`config.mk`:
```
export PLATFORM = sky130hd
export DESIGN_NAME = bld_cfg_regs
export DESIGN_NICKNAME = d
export VERILOG_FILES = /design/src/verilog/bld_pkg.sv /design/src/verilog/bld_cfg_regs.sv
export SDC_FILE = /design/constraint.sdc
export NUM_CORES = 1
export LEC_CHECK = 0
export ABC_AREA = 0
export BUFFER_PORTS_ARGS = -buffer_cell sky130_fd_sc_hd__buf_2
export CAP_MARGIN = 30
export CELL_PAD_IN_SITES_DETAIL_PLACEMENT = 1
export CELL_PAD_IN_SITES_GLOBAL_PLACEMENT = 2
export CORE_MARGIN = 2
export CORE_UTILIZATION = 42
export CTS_BUF_LIST = sky130_fd_sc_hd__clkbuf_2 sky130_fd_sc_hd__clkbuf_4 sky130_fd_sc_hd__clkbuf_8
export DETAILED_ROUTE_END_ITERATION = 8
export HOLD_SLACK_MARGIN = 0.1
export PLACE_DENSITY = 0.95
export SETUP_SLACK_MARGIN = 0.2
export SYNTH_ARGS = -nofsm -noshare
export SYNTH_HDL_FRONTEND = slang
export SYNTH_SLANG_ARGS = --single-unit
```
`constraint.sdc`:
```
create_clock -name sys_clk -period 9 [get_ports sys_clk]
set_input_delay 0.45 -clock sys_clk [delete_from_list [all_inputs] [get_ports sys_clk]]
set_output_delay 0.45 -clock sys_clk [all_outputs]
set_load 0.05 [all_outputs]
```
`src/verilog/bld_pkg.sv`:
```
`default_nettype none
package bld_pkg;
	// serial link addressing
	localparam logic [6:0] DEV_ADDR = 7'h38;
	// register indexes
	localparam logic [7:0] IDX_FUNC_ONE = 8'h00;
	localparam logic [7:0] IDX_FUNC_TWO = 8'h01;
	localparam logic [7:0] IDX_FAULT = 8'h02;
	localparam logic [7:0] IDX_IDENT = 8'h03;
	// function_set_one field positions
	localparam int HOT_POS = 7;
	localparam int MODE_LSB = 5;
	localparam int TP_POS = 4;
	localparam int BFREQ_POS = 3;
	localparam int SMR_LSB = 1;
	localparam int SJR_POS = 0;
	// function_set_two field positions
	localparam int PHASE_POS = 7;
	localparam int SHORT_LSB = 5;
	localparam int CONV_LSB = 3;
	localparam int COUNT_LSB = 0;
	// fault_and_protection field positions
	localparam int GUARD_POS = 7;
	localparam int WAIT_POS = 6;
	localparam int FLAG_LSB = 0;
	// reset values
	localparam logic RST_HOT = 1'b1;
	localparam logic [1:0] RST_MODE = 2'h0;
	localparam logic RST_TP = 1'b0;
	localparam logic RST_BFREQ = 1'b0;
	localparam logic [1:0] RST_SMR = 2'h3;
	localparam logic RST_SJR = 1'b0;
	localparam logic RST_PHASE = 1'b0;
	localparam logic [1:0] RST_SHORT = 2'h1;
	localparam logic [1:0] RST_CONV = 2'h1;
	localparam logic [2:0] RST_COUNT = 3'h0;
	localparam logic RST_GUARD = 1'b0;
	localparam logic RST_WAIT = 1'b0;
	localparam logic [5:0] RST_FLAGS = 6'h00;
	// encodings
	localparam logic [1:0] MODE_MIX = 2'h0;
	localparam logic [1:0] MODE_PWM = 2'h1;
	localparam logic [1:0] MODE_ANALOG = 2'h2;
	localparam logic [1:0] SMR_OFF = 2'h3;
	localparam logic [2:0] COUNT_LAST_LEGAL = 3'h5;
	// identifier value is arbitrary
	localparam logic [7:0] PART_ID_DEFAULT = 8'hA5;
	// fault indicator release delay
	localparam int CLK_MHZ = 100;
	localparam int FF_RELEASE_US = 750;
	localparam int FF_RELEASE_CYC = FF_RELEASE_US * CLK_MHZ;
	// fsm states, one-hot
	typedef enum logic [7:0] {
		ST_IDLE = 8'h01,
		ST_ADDR = 8'h02,
		ST_AACK = 8'h04,
		ST_IDX = 8'h08,
		ST_WDAT = 8'h10,
		ST_DACK = 8'h20,
		ST_RDAT = 8'h40,
		ST_RACK = 8'h80
	} bld_state_e;
endpackage
`default_nettype wire

```
`src/verilog/bld_cfg_regs.sv`:
```
// Functional notes
// [RL1] hot current reduction enable, resets on
// [RL2] dimming mode field, mix/pwm/analog, resets 00
// [RL3] blend transfer point 25% or 12.5%
// [RL4] blend output frequency 200Hz or 23kHz
// [RL5] spread modulation rate 1/100, 1/150, 1/200
// [RL6] spread code 11 disables spreading, reset value
// [RL7] spread jitter range 1/20 or 1/32
// [RL8] phase offset enable bit, resets 0
// [RL9] short level 2.5/5/7.5/10V, resets 01
// [RL10] converter frequency 200k/400k/1M/2.2M, resets 01
// [RL11] string count code removes highest strings
// [RL12] string codes 110, 111 reserved
// [RL13] all-short guard armed only when enabled
// [RL14] ground short wait 20ms or 40ms
// [RL15] six fault flags at bits 5..0
// [RL16] fault flags sticky until read
// [RL17] reading fault register clears flags
// [RL18] fault pin low, released 750us after recovery
// [RL19] answer serial address 0x38, then index
// [RL20] fixed identifier, writes ignored
// [RL21] unmapped indexes read zero, writes dropped
`timescale 1ns/1ps
`default_nettype none
module bld_cfg_regs #(
	parameter int FF_HOLD_CYC = bld_pkg::FF_RELEASE_CYC,
	parameter logic [7:0] PART_ID = bld_pkg::PART_ID_DEFAULT
) (
	input wire logic sys_clk,
	input wire logic rstn,
	input wire logic scl_in,
	input wire logic sda_in,
	output logic sda_out_q,
	output logic sda_oe_q,
	input wire logic [5:0] fault_in,
	output logic fault_indicator_out_q,
	output logic fault_indicator_oe_q,
	output logic hot_current_reduce_en_q,
	output logic [1:0] dim_mode_q,
	output logic blend_transfer_point_q,
	output logic blend_output_rate_resistor_pin_sel_q,
	output logic [1:0] spread_mod_rate_q,
	output logic spread_en_q,
	output logic spread_jitter_range_q,
	output logic phase_offset_en_q,
	output logic [1:0] short_level_sel_q,
	output logic [1:0] converter_rate_resistor_pin_sel_q,
	output logic [2:0] active_string_count_q,
	output logic [5:0] string_en_q,
	output logic all_short_guard_en_q,
	output logic ground_short_wait_sel_q,
	output logic [5:0] flags_q
);
	////////////////////////////////////////////////////////////////////////////////
	// helpers

	// string count code to per-string enable; reserved codes keep string one only
	function automatic logic [5:0] bld_string_dec(input logic [2:0] code);
		logic [5:0] en;
		en = 6'h01;
		if (code <= bld_pkg::COUNT_LAST_LEGAL) // RL11 RL12
		begin
			en = 6'h3F >> code;
		end
		return en;
	endfunction

	////////////////////////////////////////////////////////////////////////////////
	// pin sampling; inputs are synchronous, one stage gives edge history

	logic scl_q, sda_q, scl_p_q, sda_p_q;
	always_ff @(posedge sys_clk or negedge rstn)
	begin
		if (!rstn)
		begin
			scl_q <= 1'b1;
			sda_q <= 1'b1;
			scl_p_q <= 1'b1;
			sda_p_q <= 1'b1;
		end
		else
		begin
			scl_q <= scl_in;
			sda_q <= sda_in;
			scl_p_q <= scl_q;
			sda_p_q <= sda_q;
		end
	end

	logic scl_rise, scl_fall, bus_start, bus_stop;
	assign scl_rise = scl_q & ~scl_p_q;
	assign scl_fall = ~scl_q & scl_p_q;
	assign bus_start = scl_q & scl_p_q & sda_p_q & ~sda_q;
	assign bus_stop = scl_q & scl_p_q & ~sda_p_q & sda_q;

	////////////////////////////////////////////////////////////////////////////////
	// read data multiplexer

	logic [7:0] fset_one, fset_two, fault_reg, rd_data;
	assign fset_one = {hot_current_reduce_en_q, dim_mode_q, blend_transfer_point_q,
		blend_output_rate_resistor_pin_sel_q, spread_mod_rate_q, spread_jitter_range_q};
	assign fset_two = {phase_offset_en_q, short_level_sel_q, converter_rate_resistor_pin_sel_q,
		active_string_count_q};
	assign fault_reg = {all_short_guard_en_q, ground_short_wait_sel_q, flags_q};

	logic [7:0] ptr_q, ptr_d;
	always_comb
	begin
		unique case (ptr_q)
			bld_pkg::IDX_FUNC_ONE: rd_data = fset_one;
			bld_pkg::IDX_FUNC_TWO: rd_data = fset_two;
			bld_pkg::IDX_FAULT: rd_data = fault_reg;
			bld_pkg::IDX_IDENT: rd_data = PART_ID; // RL20
			default: rd_data = 8'h00; // RL21
		endcase
	end

	////////////////////////////////////////////////////////////////////////////////
	// serial slave state machine; the index auto-increments after each data byte

	bld_pkg::bld_state_e st_q, st_d;
	logic [7:0] shift_q, shift_d;
	logic [3:0] cnt_q, cnt_d;
	logic rw_q, rw_d, nack_q, nack_d, oe_d;
	logic wr_stb, load_rd;
	logic [5:0] flag_clr;

	always_comb
	begin
		st_d = st_q;
		shift_d = shift_q;
		cnt_d = cnt_q;
		rw_d = rw_q;
		nack_d = nack_q;
		oe_d = sda_oe_q;
		ptr_d = ptr_q;
		wr_stb = 1'b0;
		load_rd = 1'b0;
		unique case (st_q)
			bld_pkg::ST_IDLE: ;
			bld_pkg::ST_ADDR, bld_pkg::ST_IDX, bld_pkg::ST_WDAT:
			begin
				if (scl_rise)
				begin
					shift_d = {shift_q[6:0], sda_q};
					cnt_d = cnt_q + 4'h1;
				end
				else if (scl_fall && cnt_q == 4'h8)
				begin
					cnt_d = 4'h0;
					if (st_q == bld_pkg::ST_ADDR)
					begin
						if (shift_q[7:1] == bld_pkg::DEV_ADDR) // RL19
						begin
							oe_d = 1'b1;
							rw_d = shift_q[0];
							st_d = bld_pkg::ST_AACK;
						end
						else
						begin
							st_d = bld_pkg::ST_IDLE;
						end
					end
					else
					begin
						oe_d = 1'b1;
						st_d = bld_pkg::ST_DACK;
						if (st_q == bld_pkg::ST_IDX)
						begin
							ptr_d = shift_q; // RL19
						end
						else
						begin
							wr_stb = 1'b1;
							ptr_d = ptr_q + 8'h01;
						end
					end
				end
			end
			bld_pkg::ST_AACK:
			begin
				if (scl_fall)
				begin
					if (rw_q)
					begin
						load_rd = 1'b1;
					end
					else
					begin
						oe_d = 1'b0;
						st_d = bld_pkg::ST_IDX;
					end
				end
			end
			bld_pkg::ST_DACK:
			begin
				if (scl_fall)
				begin
					oe_d = 1'b0;
					st_d = bld_pkg::ST_WDAT;
				end
			end
			bld_pkg::ST_RDAT:
			begin
				if (scl_fall)
				begin
					if (cnt_q == 4'h8)
					begin
						oe_d = 1'b0;
						st_d = bld_pkg::ST_RACK;
					end
					else
					begin
						shift_d = {shift_q[6:0], 1'b0};
						oe_d = ~shift_q[6];
						cnt_d = cnt_q + 4'h1;
					end
				end
			end
			bld_pkg::ST_RACK:
			begin
				if (scl_rise)
				begin
					nack_d = sda_q;
				end
				else if (scl_fall)
				begin
					if (nack_q)
					begin
						st_d = bld_pkg::ST_IDLE;
					end
					else
					begin
						load_rd = 1'b1;
					end
				end
			end
			default: st_d = bld_pkg::ST_IDLE;
		endcase
		// load the next byte and drive its first bit
		if (load_rd)
		begin
			shift_d = rd_data;
			oe_d = ~rd_data[7];
			cnt_d = 4'h1;
			ptr_d = ptr_q + 8'h01;
			st_d = bld_pkg::ST_RDAT;
		end
		// start or stop override any bit phase
		if (bus_start)
		begin
			st_d = bld_pkg::ST_ADDR;
			cnt_d = 4'h0;
			oe_d = 1'b0;
		end
		else if (bus_stop)
		begin
			st_d = bld_pkg::ST_IDLE;
			oe_d = 1'b0;
		end
	end

	// flags that were just handed to the master are cleared by the read
	assign flag_clr = (load_rd && ptr_q == bld_pkg::IDX_FAULT) ? flags_q : 6'h00; // RL17

	always_ff @(posedge sys_clk or negedge rstn)
	begin
		if (!rstn)
		begin
			st_q <= bld_pkg::ST_IDLE;
			shift_q <= 8'h00;
			cnt_q <= 4'h0;
			rw_q <= 1'b0;
			nack_q <= 1'b0;
			sda_oe_q <= 1'b0;
			sda_out_q <= 1'b0;
			ptr_q <= 8'h00;
		end
		else
		begin
			st_q <= st_d;
			shift_q <= shift_d;
			cnt_q <= cnt_d;
			rw_q <= rw_d;
			nack_q <= nack_d;
			sda_oe_q <= oe_d;
			sda_out_q <= 1'b0; // open drain: only ever pulls low
			ptr_q <= ptr_d;
		end
	end

	////////////////////////////////////////////////////////////////////////////////
	// configuration registers

	logic [7:0] one_d, two_d;
	logic [1:0] prot_d;
	always_comb
	begin
		one_d = fset_one;
		two_d = fset_two;
		prot_d = {all_short_guard_en_q, ground_short_wait_sel_q};
		if (wr_stb)
		begin
			unique case (ptr_q)
				bld_pkg::IDX_FUNC_ONE: one_d = shift_q; // RL1 RL2 RL3 RL4 RL5 RL7
				bld_pkg::IDX_FUNC_TWO: two_d = shift_q; // RL8 RL9 RL10 RL11
				bld_pkg::IDX_FAULT: prot_d = shift_q[bld_pkg::GUARD_POS:bld_pkg::WAIT_POS]; // RL13 RL14
				default: ; // RL20 RL21
			endcase
		end
	end

	always_ff @(posedge sys_clk or negedge rstn)
	begin
		if (!rstn)
		begin
			hot_current_reduce_en_q <= bld_pkg::RST_HOT; // RL1
			dim_mode_q <= bld_pkg::RST_MODE; // RL2
			blend_transfer_point_q <= bld_pkg::RST_TP; // RL3
			blend_output_rate_resistor_pin_sel_q <= bld_pkg::RST_BFREQ; // RL4
			spread_mod_rate_q <= bld_pkg::RST_SMR; // RL6
			spread_en_q <= 1'b0;
			spread_jitter_range_q <= bld_pkg::RST_SJR; // RL7
			phase_offset_en_q <= bld_pkg::RST_PHASE; // RL8
			short_level_sel_q <= bld_pkg::RST_SHORT; // RL9
			converter_rate_resistor_pin_sel_q <= bld_pkg::RST_CONV; // RL10
			active_string_count_q <= bld_pkg::RST_COUNT;
			string_en_q <= 6'h3F;
			all_short_guard_en_q <= bld_pkg::RST_GUARD; // RL13
			ground_short_wait_sel_q <= bld_pkg::RST_WAIT; // RL14
		end
		else
		begin
			hot_current_reduce_en_q <= one_d[bld_pkg::HOT_POS];
			dim_mode_q <= one_d[bld_pkg::MODE_LSB +: 2];
			blend_transfer_point_q <= one_d[bld_pkg::TP_POS];
			blend_output_rate_resistor_pin_sel_q <= one_d[bld_pkg::BFREQ_POS];
			spread_mod_rate_q <= one_d[bld_pkg::SMR_LSB +: 2]; // RL5
			spread_en_q <= (spread_mod_rate_q != bld_pkg::SMR_OFF); // RL6
			spread_jitter_range_q <= one_d[bld_pkg::SJR_POS];
			phase_offset_en_q <= two_d[bld_pkg::PHASE_POS];
			short_level_sel_q <= two_d[bld_pkg::SHORT_LSB +: 2];
			converter_rate_resistor_pin_sel_q <= two_d[bld_pkg::CONV_LSB +: 2];
			active_string_count_q <= two_d[bld_pkg::COUNT_LSB +: 3];
			string_en_q <= bld_string_dec(active_string_count_q); // RL11
			all_short_guard_en_q <= prot_d[1];
			ground_short_wait_sel_q <= prot_d[0];
		end
	end

	////////////////////////////////////////////////////////////////////////////////
	// fault flags and fault indicator; a new fault beats a same-cycle clear

	logic [5:0] flags_d;
	logic [16:0] hold_q, hold_d;
	logic ind_oe_d;
	always_comb
	begin
		flags_d = (flags_q & ~flag_clr) | fault_in; // RL15 RL16 RL17
		hold_d = hold_q;
		if (fault_in != 6'h00)
		begin
			hold_d = 17'(FF_HOLD_CYC); // RL18
		end
		else if (hold_q != 17'h00000)
		begin
			hold_d = hold_q - 17'h00001;
		end
		ind_oe_d = (hold_d != 17'h00000); // RL18
	end

	always_ff @(posedge sys_clk or negedge rstn)
	begin
		if (!rstn)
		begin
			flags_q <= bld_pkg::RST_FLAGS;
			hold_q <= 17'h00000;
			fault_indicator_oe_q <= 1'b0;
			fault_indicator_out_q <= 1'b0;
		end
		else
		begin
			flags_q <= flags_d;
			hold_q <= hold_d;
			fault_indicator_oe_q <= ind_oe_d;
			fault_indicator_out_q <= 1'b0;
		end
	end

	////////////////////////////////////////////////////////////////////////////////
	// checks

	chk_fault_pin_low: assert property (@(posedge sys_clk) disable iff (!rstn) // RL18
		fault_in != 6'h00 |=> fault_indicator_oe_q)
		else $error("fault pin not pulled low");
	chk_fault_pin_hold: assert property (@(posedge sys_clk) disable iff (!rstn) // RL18
		$fell(fault_in != 6'h00) |-> fault_indicator_oe_q [*2])
		else $error("fault pin released too early");
	chk_flag_sticky: assert property (@(posedge sys_clk) disable iff (!rstn) // RL16
		1'b1 |=> (((($past(flags_q) & ~$past(flag_clr)) | $past(fault_in)) & ~flags_q) == 6'h00))
		else $error("fault flag lost");
	chk_flag_read_clear: assert property (@(posedge sys_clk) disable iff (!rstn) // RL17
		(flag_clr != 6'h00 && fault_in == 6'h00) |=> (flags_q & $past(flag_clr)) == 6'h00)
		else $error("read did not clear flag");
	chk_spread_off: assert property (@(posedge sys_clk) disable iff (!rstn) // RL6
		spread_mod_rate_q == bld_pkg::SMR_OFF |=> !spread_en_q)
		else $error("spreading active with code 11");
	chk_all_strings: assert property (@(posedge sys_clk) disable iff (!rstn) // RL11
		active_string_count_q == 3'h0 |=> string_en_q == 6'h3F)
		else $error("code 000 must enable all strings");
	chk_addr_ack: assert property (@(posedge sys_clk) disable iff (!rstn) // RL19
		st_q == bld_pkg::ST_ADDR && st_d == bld_pkg::ST_AACK |-> shift_q[7:1] == bld_pkg::DEV_ADDR)
		else $error("acknowledged a foreign address");
	chk_mode_write: assert property (@(posedge sys_clk) disable iff (!rstn) // RL2
		wr_stb && ptr_q == bld_pkg::IDX_FUNC_ONE |=> dim_mode_q == $past(shift_q[6:5]))
		else $error("dimming mode write lost");
	chk_id_write_drop: assert property (@(posedge sys_clk) disable iff (!rstn) // RL20
		wr_stb && ptr_q >= bld_pkg::IDX_IDENT |=> $stable(fset_one) && $stable(fset_two))
		else $error("identifier write changed settings");
endmodule
`default_nettype wire

```
Yosys cells after proc, flatten, opt, wreduce, memory -nomap -nowiden
Cells that the tools add are included.

Add/subtract/negate cells: 3. Order comparisons: 1. Equal/unequal tests: 34. Shift operators: 1. Mux-type cells: 63. Bitwise logic cells: 17. Reduce and logical (&&, ||, !) cells: 22.

Operator list (number): 8-bit 2-to-1 mux (24); 5-bit inequality test, second input constant (11); 8-bit case mux with 6 select lines (1); 17-bit 2-to-1 mux (2); 17-bit nonzero test (2); 8-bit case mux with 4 select lines (1); 8-bit by 2-bit == test with 1-bit output, second input constant (3); 4-bit 2-to-1 mux (6); 1-bit 2-to-1 mux (22); 17-bit by 1-bit subtractor with 17-bit output, second input constant (1); 8-bit by 1-bit == test with 1-bit output, second input constant (2); 8-bit case mux with 2 select lines (1); 6-bit 2-to-1 mux (2); 4-bit inequality test, second input constant (3); 4-bit AND reduction (3); 11-bit AND reduction (1); 3-bit inequality test, second input constant (3); 8-bit by 1-bit adder with 8-bit output, second input constant (1); 8-bit by 3-bit == test with 1-bit output, second input constant (1); 8-bit by 4-bit == test with 1-bit output, second input constant (1); 8-bit by 5-bit == test with 1-bit output, second input constant (1); 8-bit by 6-bit == test with 1-bit output, second input constant (1); 8-bit by 7-bit == test with 1-bit output, second input constant (1); 8-bit == test, second input constant (1); 28 further kinds (46).

Register bits after elaboration: 84. Input port bits: 10. Word-level logic and storage cells: 169.

Logic depth before layout (Yosys ltp)
Gate-level depths: netlist (run 1).

Depth after elaboration: 10. Gate-level depth with buffers: 9. Gate-level depth less buffers: 8.

Least setup slack after synthesis (run 1)
Ideal clock, no wire load.

Path kind: flip-flop to flip-flop. From: register hold_q[8]. To: register fault_indicator_oe_q. Setup time: 0.139 ns. Arrival time: 2.907 ns. Required time: 8.861 ns. Setup slack: 5.954 ns. Stages on the path, launching flop included: 7. Period minus slack after synthesis: 3.046 ns. Path through: dfrtp_1 -> nor4_1 -> nand4_1 -> nor3_1 -> mux2_2 -> or4_1 -> or4_1.

Word-level cells in the longest chain between the ends: 4. Elaborated cells between the ends (all ways): 5.

Ends and longest elaborated chain: from (decl) (line bld_cfg_regs.sv:355) `logic [16:0] hold_q, hold_d;`; from (signal assigned) (line bld_cfg_regs.sv:384) `hold_q <= hold_d;`; 17-bit by 1-bit subtractor with 17-bit output or 17-bit nonzero test (tied branches) (line bld_cfg_regs.sv:367, bld_cfg_regs.sv:365); 17-bit 2-to-1 mux * (line bld_cfg_regs.sv:365) `else if (hold_q != 17'h00000)`; 17-bit 2-to-1 mux * (line bld_cfg_regs.sv:361) `if (fault_in != 6'h00)`; 17-bit nonzero test * (line bld_cfg_regs.sv:369) `ind_oe_d = (hold_d != 17'h00000);`; named net ind_oe_d (line bld_cfg_regs.sv:356) `logic ind_oe_d;`; to (signal assigned) (line bld_cfg_regs.sv:385) `fault_indicator_oe_q <= ind_oe_d;`; to (decl) (line bld_cfg_regs.sv:37) `output logic fault_indicator_oe_q,`.

Mark *: on every way through the listed nets, which the timed path passes. The rest lies on a longest branch. A chain may end at the register's enable or synchronous reset.

Worst setup path after layout (run 1)
Ends and elaborated chain as after synthesis.

==> flow_summary.yaml, run 1 <==
worst_setup_path:
  path_common_cell: "or4_1"
  crit_fanout: 7
  cp_slowest_stage_delay_ps: 640
  slowest_stage: "nor4_1"
  crit_required_ps: 9240
  critical_path_arrival_ps: 3750
  crit_chain: "nor4_1 -> nand4_1 -> nor3_1 -> mux2_2 -> or4_1 -> or4_1"
  worstSetupPathType: "flop to flop"
  start_kind: "flop"
  cp-end-kind: "flop"
yosys:
  synthFlopType: "dfrtp_1"
  synth.avg_cell_area_um2: 9.88
  synth_area_um2: 4480
  synth_area_leaders: "dfrtp_1 (38%), dfstp_2 (9.4%), mux2_2 (5.0%)"
  ys_seq_area_frac: 0.473
  yosys_warnings: 0
  synth_edf_count: 0
  netlist_top_cells_count: "dfrtp_1 (68), nor2_1 (43), nand2_1 (38)"
  synth_top_area_share: 0.379
  synth-async-reset-ratio: 1.00
  synth_cells: 454
  ys_ff_latch: 84
  yosysMostFrequentCell: "dfrtp_1"
  synth_top_cell_by_area: "dfrtp_1"
  ys_types: 67
pwr:
  swShare: 0.277
  internal_power_w: 0.000559
  cellLeakagePower_nw: 2.08
  power-per-cell-area_nw_per_um2: 154
  p_seq_frac: 0.518
  combinationalPowerShare: 0.111
  ir_worst_vdd_v: 0.0000748
  clock_power_share: 0.371
  netSwitchingPower_w: 0.000214
drt:
  ant_nets: 0
  viasPerCell: 6.11
  drc: 0
  routed_wl_um: 12400
  firstDrtPassIters: 5
  wl_per_cell_um: 19.7
  vias: 3854
  drtIter0Drc: 261
placement:
  port_buffers: 42
  place_inst: 614
  placed_cell_area_um2: 4800
  dp_hpwl_um: 8770
  gp_congestion: 0.865
sta:
  whs_ps: 182
  drv_slew: 0
  finalSetupViolCount: 0
  finalHoldViolations: 0
  worst_slew_pin_slew_ps: 1080
  slew_headroom: 0.278
  setup_tns_ps: 0
  fin_crit_ps: 3510
  fmax_mhz: 285
  rsz0062_at_grt: "false"
  period_share: 0.390
  finalClockSkew_ps: 15.2
floorplanning:
  row_count: 37
  dieArea_um2: 11500
  core_um2: 10300
  dieWidth_um: 107
  num_io_pins: 45
  dieHeight_um: 107
  start_util: 0.434
clocking:
  ctsRootBufferMaster: "clkbuf_8"
  cts_setup_buffers: 0
  ctsHoldBuffers: 1
  cts_inserted_buffers: 9
  ctsHtreeMaxLevel: 3
  cts_resized: 0
  path_clk_slew_ps: 90
  clk_latency_ps: 360
  cts_sinks: 84
  cts_tree: "built"
  clock_tree.buffer_depth: 2
job:
  cap_violations: 0
outcome:
  status: "finished clean"
global_routing:
  grt_pass1_wl_um: 20300
  grt_max_degree: 67
  grt_pass1_vias: 3915
  antenna_found_initial: 0
  grt_overflow_total: 0
  grt_usage: 0.227
layout:
  area_growth_pct: 11.8
  postLayoutCellArea_um2: 5010
  final_util: 0.486
  multi_input_area_um2: 2230
  final_net_count: 508
  drive_gt1_frac: 0.216
  finalNonFillerCells: 631
  seqCellArea_um2: 2120
  diodes: 0
  fillers: 1210
min_path:
  hp-class: "input pin to flop"
-- cells by family (layout without fill, tap and decap cells) --
family | Yosys count | in the layout | synth area share
compound gates | 112 | 112 | 0.181
xor+xnor | 10 | 10 | 0.0195
fa+ha+maj | 8 | 8 | 0.0223
buf+inv | 34 | 74 | 0.0304
flops | 84 | 84 | 0.473
mux | 26 | 26 | 0.0636
other cells | 2 | 3 | 0.00167
simple gates | 178 | 178 | 0.208
-- cell type report --
cell class                      count  share of cell area
Clock buffer                       11              0.0289
Timing Repair Buffer               45              0.0474
Inverter                           13             0.00973
Sequential cell                    84               0.423
Clock inverter                      5              0.0120
Tap cell                          136              0.0339
Multi-Input combinational cell    337               0.445
-- state kept, by name (all words and copies together) (netlist names), 3 cells and up --
signal / cells
active_string_count_q: 3
cnt_q: 4
flags_q: 6
hold_q: 17
ptr_q: 8
shift_q: 8
st_q: 8
string_en_q: 6
-- power groups by stage --
stage | sequential, W | clock [W] | combinational [W]
after floorplan | 0.000410 | 0 | 0.0000547
after global placement | 0.000406 | 0 | 0.0000836
after detailed placement | 0.000407 | 0 | 0.0000857
after CTS | 0.000400 | 0.000294 | 0.0000867
after global routing | 0.000402 | 0.000308 | 0.0000962
final | 0.000400 | 0.000286 | 0.0000858
-- placed cells by master, fill, tap and decap left out, types with 7 or more instances in the layout --
cell type,count
nor3_1,11
inv_1,13
nor4_1,9
a21oi_1,19
ha_1,8
clkbuf_8,10
nand2_1,38
or4_1,7
nor2_1,43
buf_2,41
a21o_1,9
o21ai_0,20
mux2_2,20
dfrtp_1,68
nor2b_1,9
and3_1,10
dfstp_2,16
a22oi_1,7
a31oi_1,7
nand3_1,17
-- layer usage --
metal / up-vias / GRT usage / wire length (um)
li1: 1753 / - / -
met4: 0 / 0.0888 / 247
met2: 121 / 0.361 / 5800
met1: 1956 / 0.309 / 5780
met3: 24 / 0.0381 / 604
met5: - / 0 / 0
-- worst max-delay path, delay by kind of cell, from the launching register on --
family / cells / cell delay (ps)
flip-flops: 1 / 460
multiplexers: 1 / 400
AND/OR/NAND/NOR: 5 / 2530
-- final timing paths --
kind	startpoint	endpoint	slack [ps]	cells past startpoint
max in group asynchronous	rstn	rw_q	7410	3
max	hold_q[8]	fault_indicator_oe_q	5490	6
max reg2reg	hold_q[8]	fault_indicator_oe_q	5490	6
min reg2reg	sda_q	sda_p_q	420	0
min	scl_in	scl_q	180	1
min in group asynchronous	rstn	cnt_q[2]	490	2
-- per-stage QoR --
stage	power, W	setup slack (ps)
after floorplan	0.000465	5950
after global placement	0.000490	5700
after detailed placement	0.000493	5590
after CTS	0.000782	5550
after global routing	0.000807	5330
final	0.000773	5490
Note: power is estimated with default switching activity, not from simulation.
==> inputs of run 2 (changes only) <==
--- a/config.mk
+++ b/config.mk
@@ -11,11 +11,11 @@
 export CELL_PAD_IN_SITES_DETAIL_PLACEMENT = 1
 export CELL_PAD_IN_SITES_GLOBAL_PLACEMENT = 2
 export CORE_MARGIN = 2
-export CORE_UTILIZATION = 42
+export CORE_UTILIZATION = 35
 export CTS_BUF_LIST = sky130_fd_sc_hd__clkbuf_2 sky130_fd_sc_hd__clkbuf_4 sky130_fd_sc_hd__clkbuf_8
 export DETAILED_ROUTE_END_ITERATION = 8
 export HOLD_SLACK_MARGIN = 0.1
-export PLACE_DENSITY = 0.95
+export PLACE_DENSITY = 0.87
 export SETUP_SLACK_MARGIN = 0.2
 export SYNTH_ARGS = -nofsm -noshare
 export SYNTH_HDL_FRONTEND = slang
==> constraint.sdc (replaced) <==
create_clock -name sys_clk -period 3.2 [get_ports sys_clk]
set_input_delay 0.16 -clock sys_clk [delete_from_list [all_inputs] [get_ports sys_clk]]
set_output_delay 0.16 -clock sys_clk [all_outputs]
set_load 0.05 [all_outputs]
==> run 2 against run 1 <==
Worst setup slack got worse by 5200 ps; largest cell class unchanged; clock skew up 0.89 ps; die area up 19%; worst hold slack gained 130 ps.
==> flow_summary.yaml, run 2 (synthesis results as in run 1) <==
sta:
  fmax_mhz: 345
  period_share: 0.905
  whs_ps: 312
  finalWorstSetupSlack_ps: 304
  finalClockSkew_ps: 16.0
  finalSetupViolCount: 0
  rsz0062_at_grt: "false"
  fin_crit_ps: 2900
  finalHoldViolations: 0
  slew_headroom: 0.375
  drv_slew: 0
  setup_tns_ps: 0
  worst_slew_pin_slew_ps: 938
worst_setup_path:
  start_kind: "flop"
  crit_fanout: 7
  crit_chain: "inv_1 -> ha_1 -> nor2b_4 -> nand4_1 -> nor3_2 -> mux2_2 -> or4_1 -> or4_1"
  path_common_cell: "or4_1"
  slowest_stage: "or4_1"
  worstSetupPathType: "flop to flop"
  crit_required_ps: 3440
  critical_path_arrival_ps: 3140
  cp-end-kind: "flop"
  cp_slowest_stage_delay_ps: 520
drt:
  ant_nets: 0
  routed_wl_um: 12500
  drc: 0
  drtIter0Drc: 147
  firstDrtPassIters: 4
  vias: 3767
  wl_per_cell_um: 18.2
  viasPerCell: 5.48
clocking:
  ctsHtreeMaxLevel: 3
  cts_sinks: 84
  cts_tree: "built"
  clock_tree.buffer_depth: 2
  ctsRootBufferMaster: "clkbuf_8"
  path_clk_slew_ps: 100
  clk_latency_ps: 380
  cts_inserted_buffers: 9
global_routing:
  grt_use_met1: 0.253
  grt_pass1_wl_um: 20700
  grt_usage: 0.194
  globalRouteMet3Util: 0.0453
  grtUsageMet2: 0.330
  grt_pass1_vias: 3951
  grt_overflow_total: 0
  grt_max_degree: 44
  antenna_found_initial: 0
  busiest_layer: "met2"
layout:
  diodes: 0
  top_register: "hold_q"
  largest_register_ffs: 17
  mostFrequentLayoutCells: "dfrtp_1 (66), nor2_1 (42), buf_2 (41)"
  drive_gt1_frac: 0.252
  final_util: 0.420
  fillers: 1420
  layout_commonest_cell: "dfrtp_1"
  final_net_count: 528
  area_growth_pct: 17.8
  finalNonFillerCells: 687
outcome:
  status: "finished clean"
floorplanning:
  row_count: 41
  core_um2: 12600
  num_io_pins: 45
  dieHeight_um: 117
  dieArea_um2: 13700
  start_util: 0.357
  dieWidth_um: 117
placement:
  port_buffers: 42
  gp_congestion: 0.924
  place_inst: 660
  dp_hpwl_um: 9060
  pre_cts_slack_ps: 282
pwr:
  power-per-cell-area_nw_per_um2: 420
  cellLeakagePower_nw: 2.19
  ir_worst_vdd_v: 0.000292
min_path:
  hp-class: "input pin to asynchronous set/reset pin"
job:
  cap_violations: 0
run 2: cell types whose count changed in the layout (fill, tap and decap cells not counted), moves of 3 or more:
cell | previous run | this run
nor4_1 | 9 | 6
buf_4 | 3 | 15
inv_6 | 1 | 4
dlygate4sd3_1 | 1 | 9
nor4_2 | 0 | 3
run 2: area by class of cell:
| class | instances | area [um^2] | area share |
|---|---|---|---|
| multi-input cells | 337 | 2280 | 0.431 |
| flip-flops and latches | 84 | 2120 | 0.402 |
| repair buffers | 65 | 408 | 0.0772 |
| well taps | 172 | 215 | 0.0407 |
| clock buffers | 9 | 124 | 0.0234 |
| clock inverters | 7 | 87.6 | 0.0166 |
| inverters | 13 | 48.8 | 0.00924 |
run 2: per-layer routing:
metal | part of all wire | wire, um
met1 | 0.46 | 5680
met2 | 0.51 | 6360
met3 | 0.024 | 299
met4 | 0.011 | 139
met5 | 0 | 0
run 2: power by group:
part / internal (W) / switching [W] / total [W]
sequential: 0.00109 / 0.0000332 / 0.00113
combinational: 0.0000937 / 0.000163 / 0.000257
clock: 0.000383 / 0.000453 / 0.000836
run 2: critical path: cells and delay by family (launching register included):
family	cells	cell delay, ps
fa+ha+maj	1	190
flops	1	450
buf+inv	1	90
simple gates	5	1660
mux	1	360
run 2: timing repair:
action / 4_1_cts / 5_1_grt
resized for setup: 0 / 12
hold buffers: 9 / 0
hold endpoints to repair: 45 / 0
buffers inserted: 0 / 2
endpoints found under the setup margin: 0 / 1
run 2: path summary, 6_finish.rpt:
kind	startpoint	to	slack [ps]	cells after the start
worst max-delay path	hold_q[1]	fault_indicator_oe_q	300	8
worst min-delay path	rstn	hold_q[15]	310	2
worst max register to register	hold_q[1]	fault_indicator_oe_q	300	8
worst min register to register	scl_q	scl_p_q	410	0
max in group asynchronous	rstn	string_en_q[3]	2130	3
min in group sys_clk	scl_q	scl_p_q	410	0
run 2: stage by stage:
step / instance area [um^2] / total power, W
3_5_place_dp: 4920 / 0.00139
4_1_cts: 5230 / 0.00225
5_1_grt: 5280 / 0.00233
2_1_floorplan: 4490 / 0.00131
6_report: 5280 / 0.00222
3_3_place_gp: 4920 / 0.00139
==> inputs of run 3 (changes only) <==
--- a/config.mk
+++ b/config.mk
@@ -9,13 +9,13 @@
 export BUFFER_PORTS_ARGS = -buffer_cell sky130_fd_sc_hd__buf_2
 export CAP_MARGIN = 30
 export CELL_PAD_IN_SITES_DETAIL_PLACEMENT = 1
-export CELL_PAD_IN_SITES_GLOBAL_PLACEMENT = 2
+export CELL_PAD_IN_SITES_GLOBAL_PLACEMENT = 1
 export CORE_MARGIN = 2
-export CORE_UTILIZATION = 35
+export CORE_UTILIZATION = 43
 export CTS_BUF_LIST = sky130_fd_sc_hd__clkbuf_2 sky130_fd_sc_hd__clkbuf_4 sky130_fd_sc_hd__clkbuf_8
 export DETAILED_ROUTE_END_ITERATION = 8
 export HOLD_SLACK_MARGIN = 0.1
-export PLACE_DENSITY = 0.87
+export PLACE_DENSITY = 0.88
 export SETUP_SLACK_MARGIN = 0.2
 export SYNTH_ARGS = -nofsm -noshare
 export SYNTH_HDL_FRONTEND = slang
==> run 3 against run 2 <==
Sequential share of layout area up 0.13 points; combinational power up 2%; critical endpoint unchanged; routed wire length up 5.0%; largest cell class unchanged; sequential power about the same; non-clock buffer count up 2; global-route usage up 5.0 points; fmax down 2.3%.
==> flow_summary.yaml, run 3 (synthesis results as in run 1) <==
worst_setup_path:
  cp-end-kind: "flop"
  reg2regPathDepth: 8
  path_delay_family: "simple AND/OR/NAND/NOR gates"
  worst-path-buf-inv: 1
  critical_path_arrival_ps: 3210
  crit_cells: 8
  crit_fanout: 5
  timing.rr.end: "fault_indicator_oe_q"
  crit_chain: "inv_1 -> ha_1 -> or3b_2 -> nand2_1 -> and3_1 -> nand4_1 -> or4_1 -> or4_1"
  slowest_stage: "or4_1"
  path_common_cell: "or4_1"
  start_kind: "flop"
  cp_slowest_stage_delay_ps: 550
  worstSetupPathType: "flop to flop"
  reg2reg_from: "hold_q[0]"
  cp-startpoint: "hold_q[0]"
  reg2reg_slack_ps: 230
  crit_end: "fault_indicator_oe_q"
  crit_required_ps: 3440
layout:
  largest_register_ffs: 17
  area_growth_pct: 17.3
  diodes: 0
  drive_gt1_frac: 0.240
  mostFrequentLayoutCells: "dfrtp_1 (68), nor2_1 (42), buf_2 (41)"
  top_register: "hold_q"
  fillers: 1164
  final_net_count: 530
  layout_commonest_cell: "dfrtp_1"
global_routing:
  grt_pass1_wl_um: 21500
  grt_overflow_total: 0
  grt_max_degree: 52
  grt_pass1_vias: 4155
  grt_usage: 0.244
  antenna_found_initial: 0
placement:
  gp_congestion: 0.940
  dp_hpwl_um: 9250
  port_buffers: 42
outcome:
  status: "finished clean"
clocking:
  cts_sinks: 84
  ctsHtreeMaxLevel: 3
  clock_tree.buffer_depth: 2
  clk_latency_ps: 380
  ctsRootBufferMaster: "clkbuf_8"
  cts_inserted_buffers: 9
  cts_tree: "built"
  path_clk_slew_ps: 90
pwr:
  cellLeakagePower_nw: 2.21
  ir_worst_vdd_v: 0.000269
  power-per-cell-area_nw_per_um2: 428
sta:
  worst_slew_pin_slew_ps: 708
  rsz0062_at_grt: "true"
  drv_slew: 0
  slew_headroom: 0.516
  setup_tns_ps: 0
  finalHoldViolations: 0
  finalSetupViolCount: 0
  period_share: 0.927
  whs_ps: 270
  fmax_mhz: 337
  fin_crit_ps: 2970
  finalClockSkew_ps: 7.92
floorplanning:
  dieWidth_um: 106
  core_um2: 10200
  dieHeight_um: 106
  num_io_pins: 45
  row_count: 37
  dieArea_um2: 11300
  start_util: 0.438
drt:
  drtIter0Drc: 303
  drc: 0
  vias: 3985
  routed_wl_um: 13100
  firstDrtPassIters: 5
  viasPerCell: 6.10
  ant_nets: 0
  wl_per_cell_um: 20.1
min_path:
  hp-class: "input pin to asynchronous set/reset pin"
job:
  cap_violations: 0
[run 3: power by group]
part           leakage [nW]  total [W]  switching (W)  internal (W)
combinational          1.06   0.000263       0.000167     0.0000955
sequential             1.03    0.00112      0.0000323       0.00109
clock                 0.113   0.000866       0.000389      0.000477
total                  2.21    0.00225       0.000589       0.00167
[run 3: per-layer routing]
layer | GRT usage | wire (um)
met1 | 0.323 | 5800
met2 | 0.387 | 6250
met3 | 0.0386 | 641
met4 | 0.126 | 414
met5 | 0 | 0
[run 3: worst min path at each step]
stage,start,endpoint,slack (ps),depth (start not counted)
CTS,rstn,sda_oe_q,280,2
detailed placement,rstn,cnt_q[3],140,1
floorplan,rstn,active_string_count_q[0],-140,0
global route,rstn,sda_oe_q,310,2
finish,rstn,sda_oe_q,270,2
global placement,sda_in,sda_q,270,1
[run 3: final cells by class]
class / count / area, um^2 / area share
Timing Repair Buffer: 67 / 443 / 0.0842
Clock buffer: 12 / 153 / 0.0290
Sequential cell: 84 / 2120 / 0.403
Multi-Input combinational cell: 337 / 2250 / 0.428
Tap cell: 136 / 170 / 0.0324
Inverter: 13 / 48.8 / 0.00928
Clock inverter: 4 / 72.6 / 0.0138
[run 3: through the flow]
step / worst slack, ps / cells / util / cell area (um^2) / power, W
after detailed placement: 222 / 624 / 0.479 / 4900 / 0.00140
after global placement: 380 / 623 / 0.476 / 4870 / 0.00138
after floorplan: 295 / 455 / - / 4490 / 0.00131
after CTS: 218 / 650 / 0.510 / 5220 / 0.00227
final: 234 / 653 / 0.514 / 5260 / 0.00225
after global routing: 151 / 653 / 0.514 / 5260 / 0.00234
[run 3: repair_timing]
action	4_1_cts	5_1_grt
endpoints found under the hold margin	41	0
setup buffers	1	3
setup endpoints to repair	1	6
pin swaps	0	1
resized for setup	0	3
hold buffers	9	0
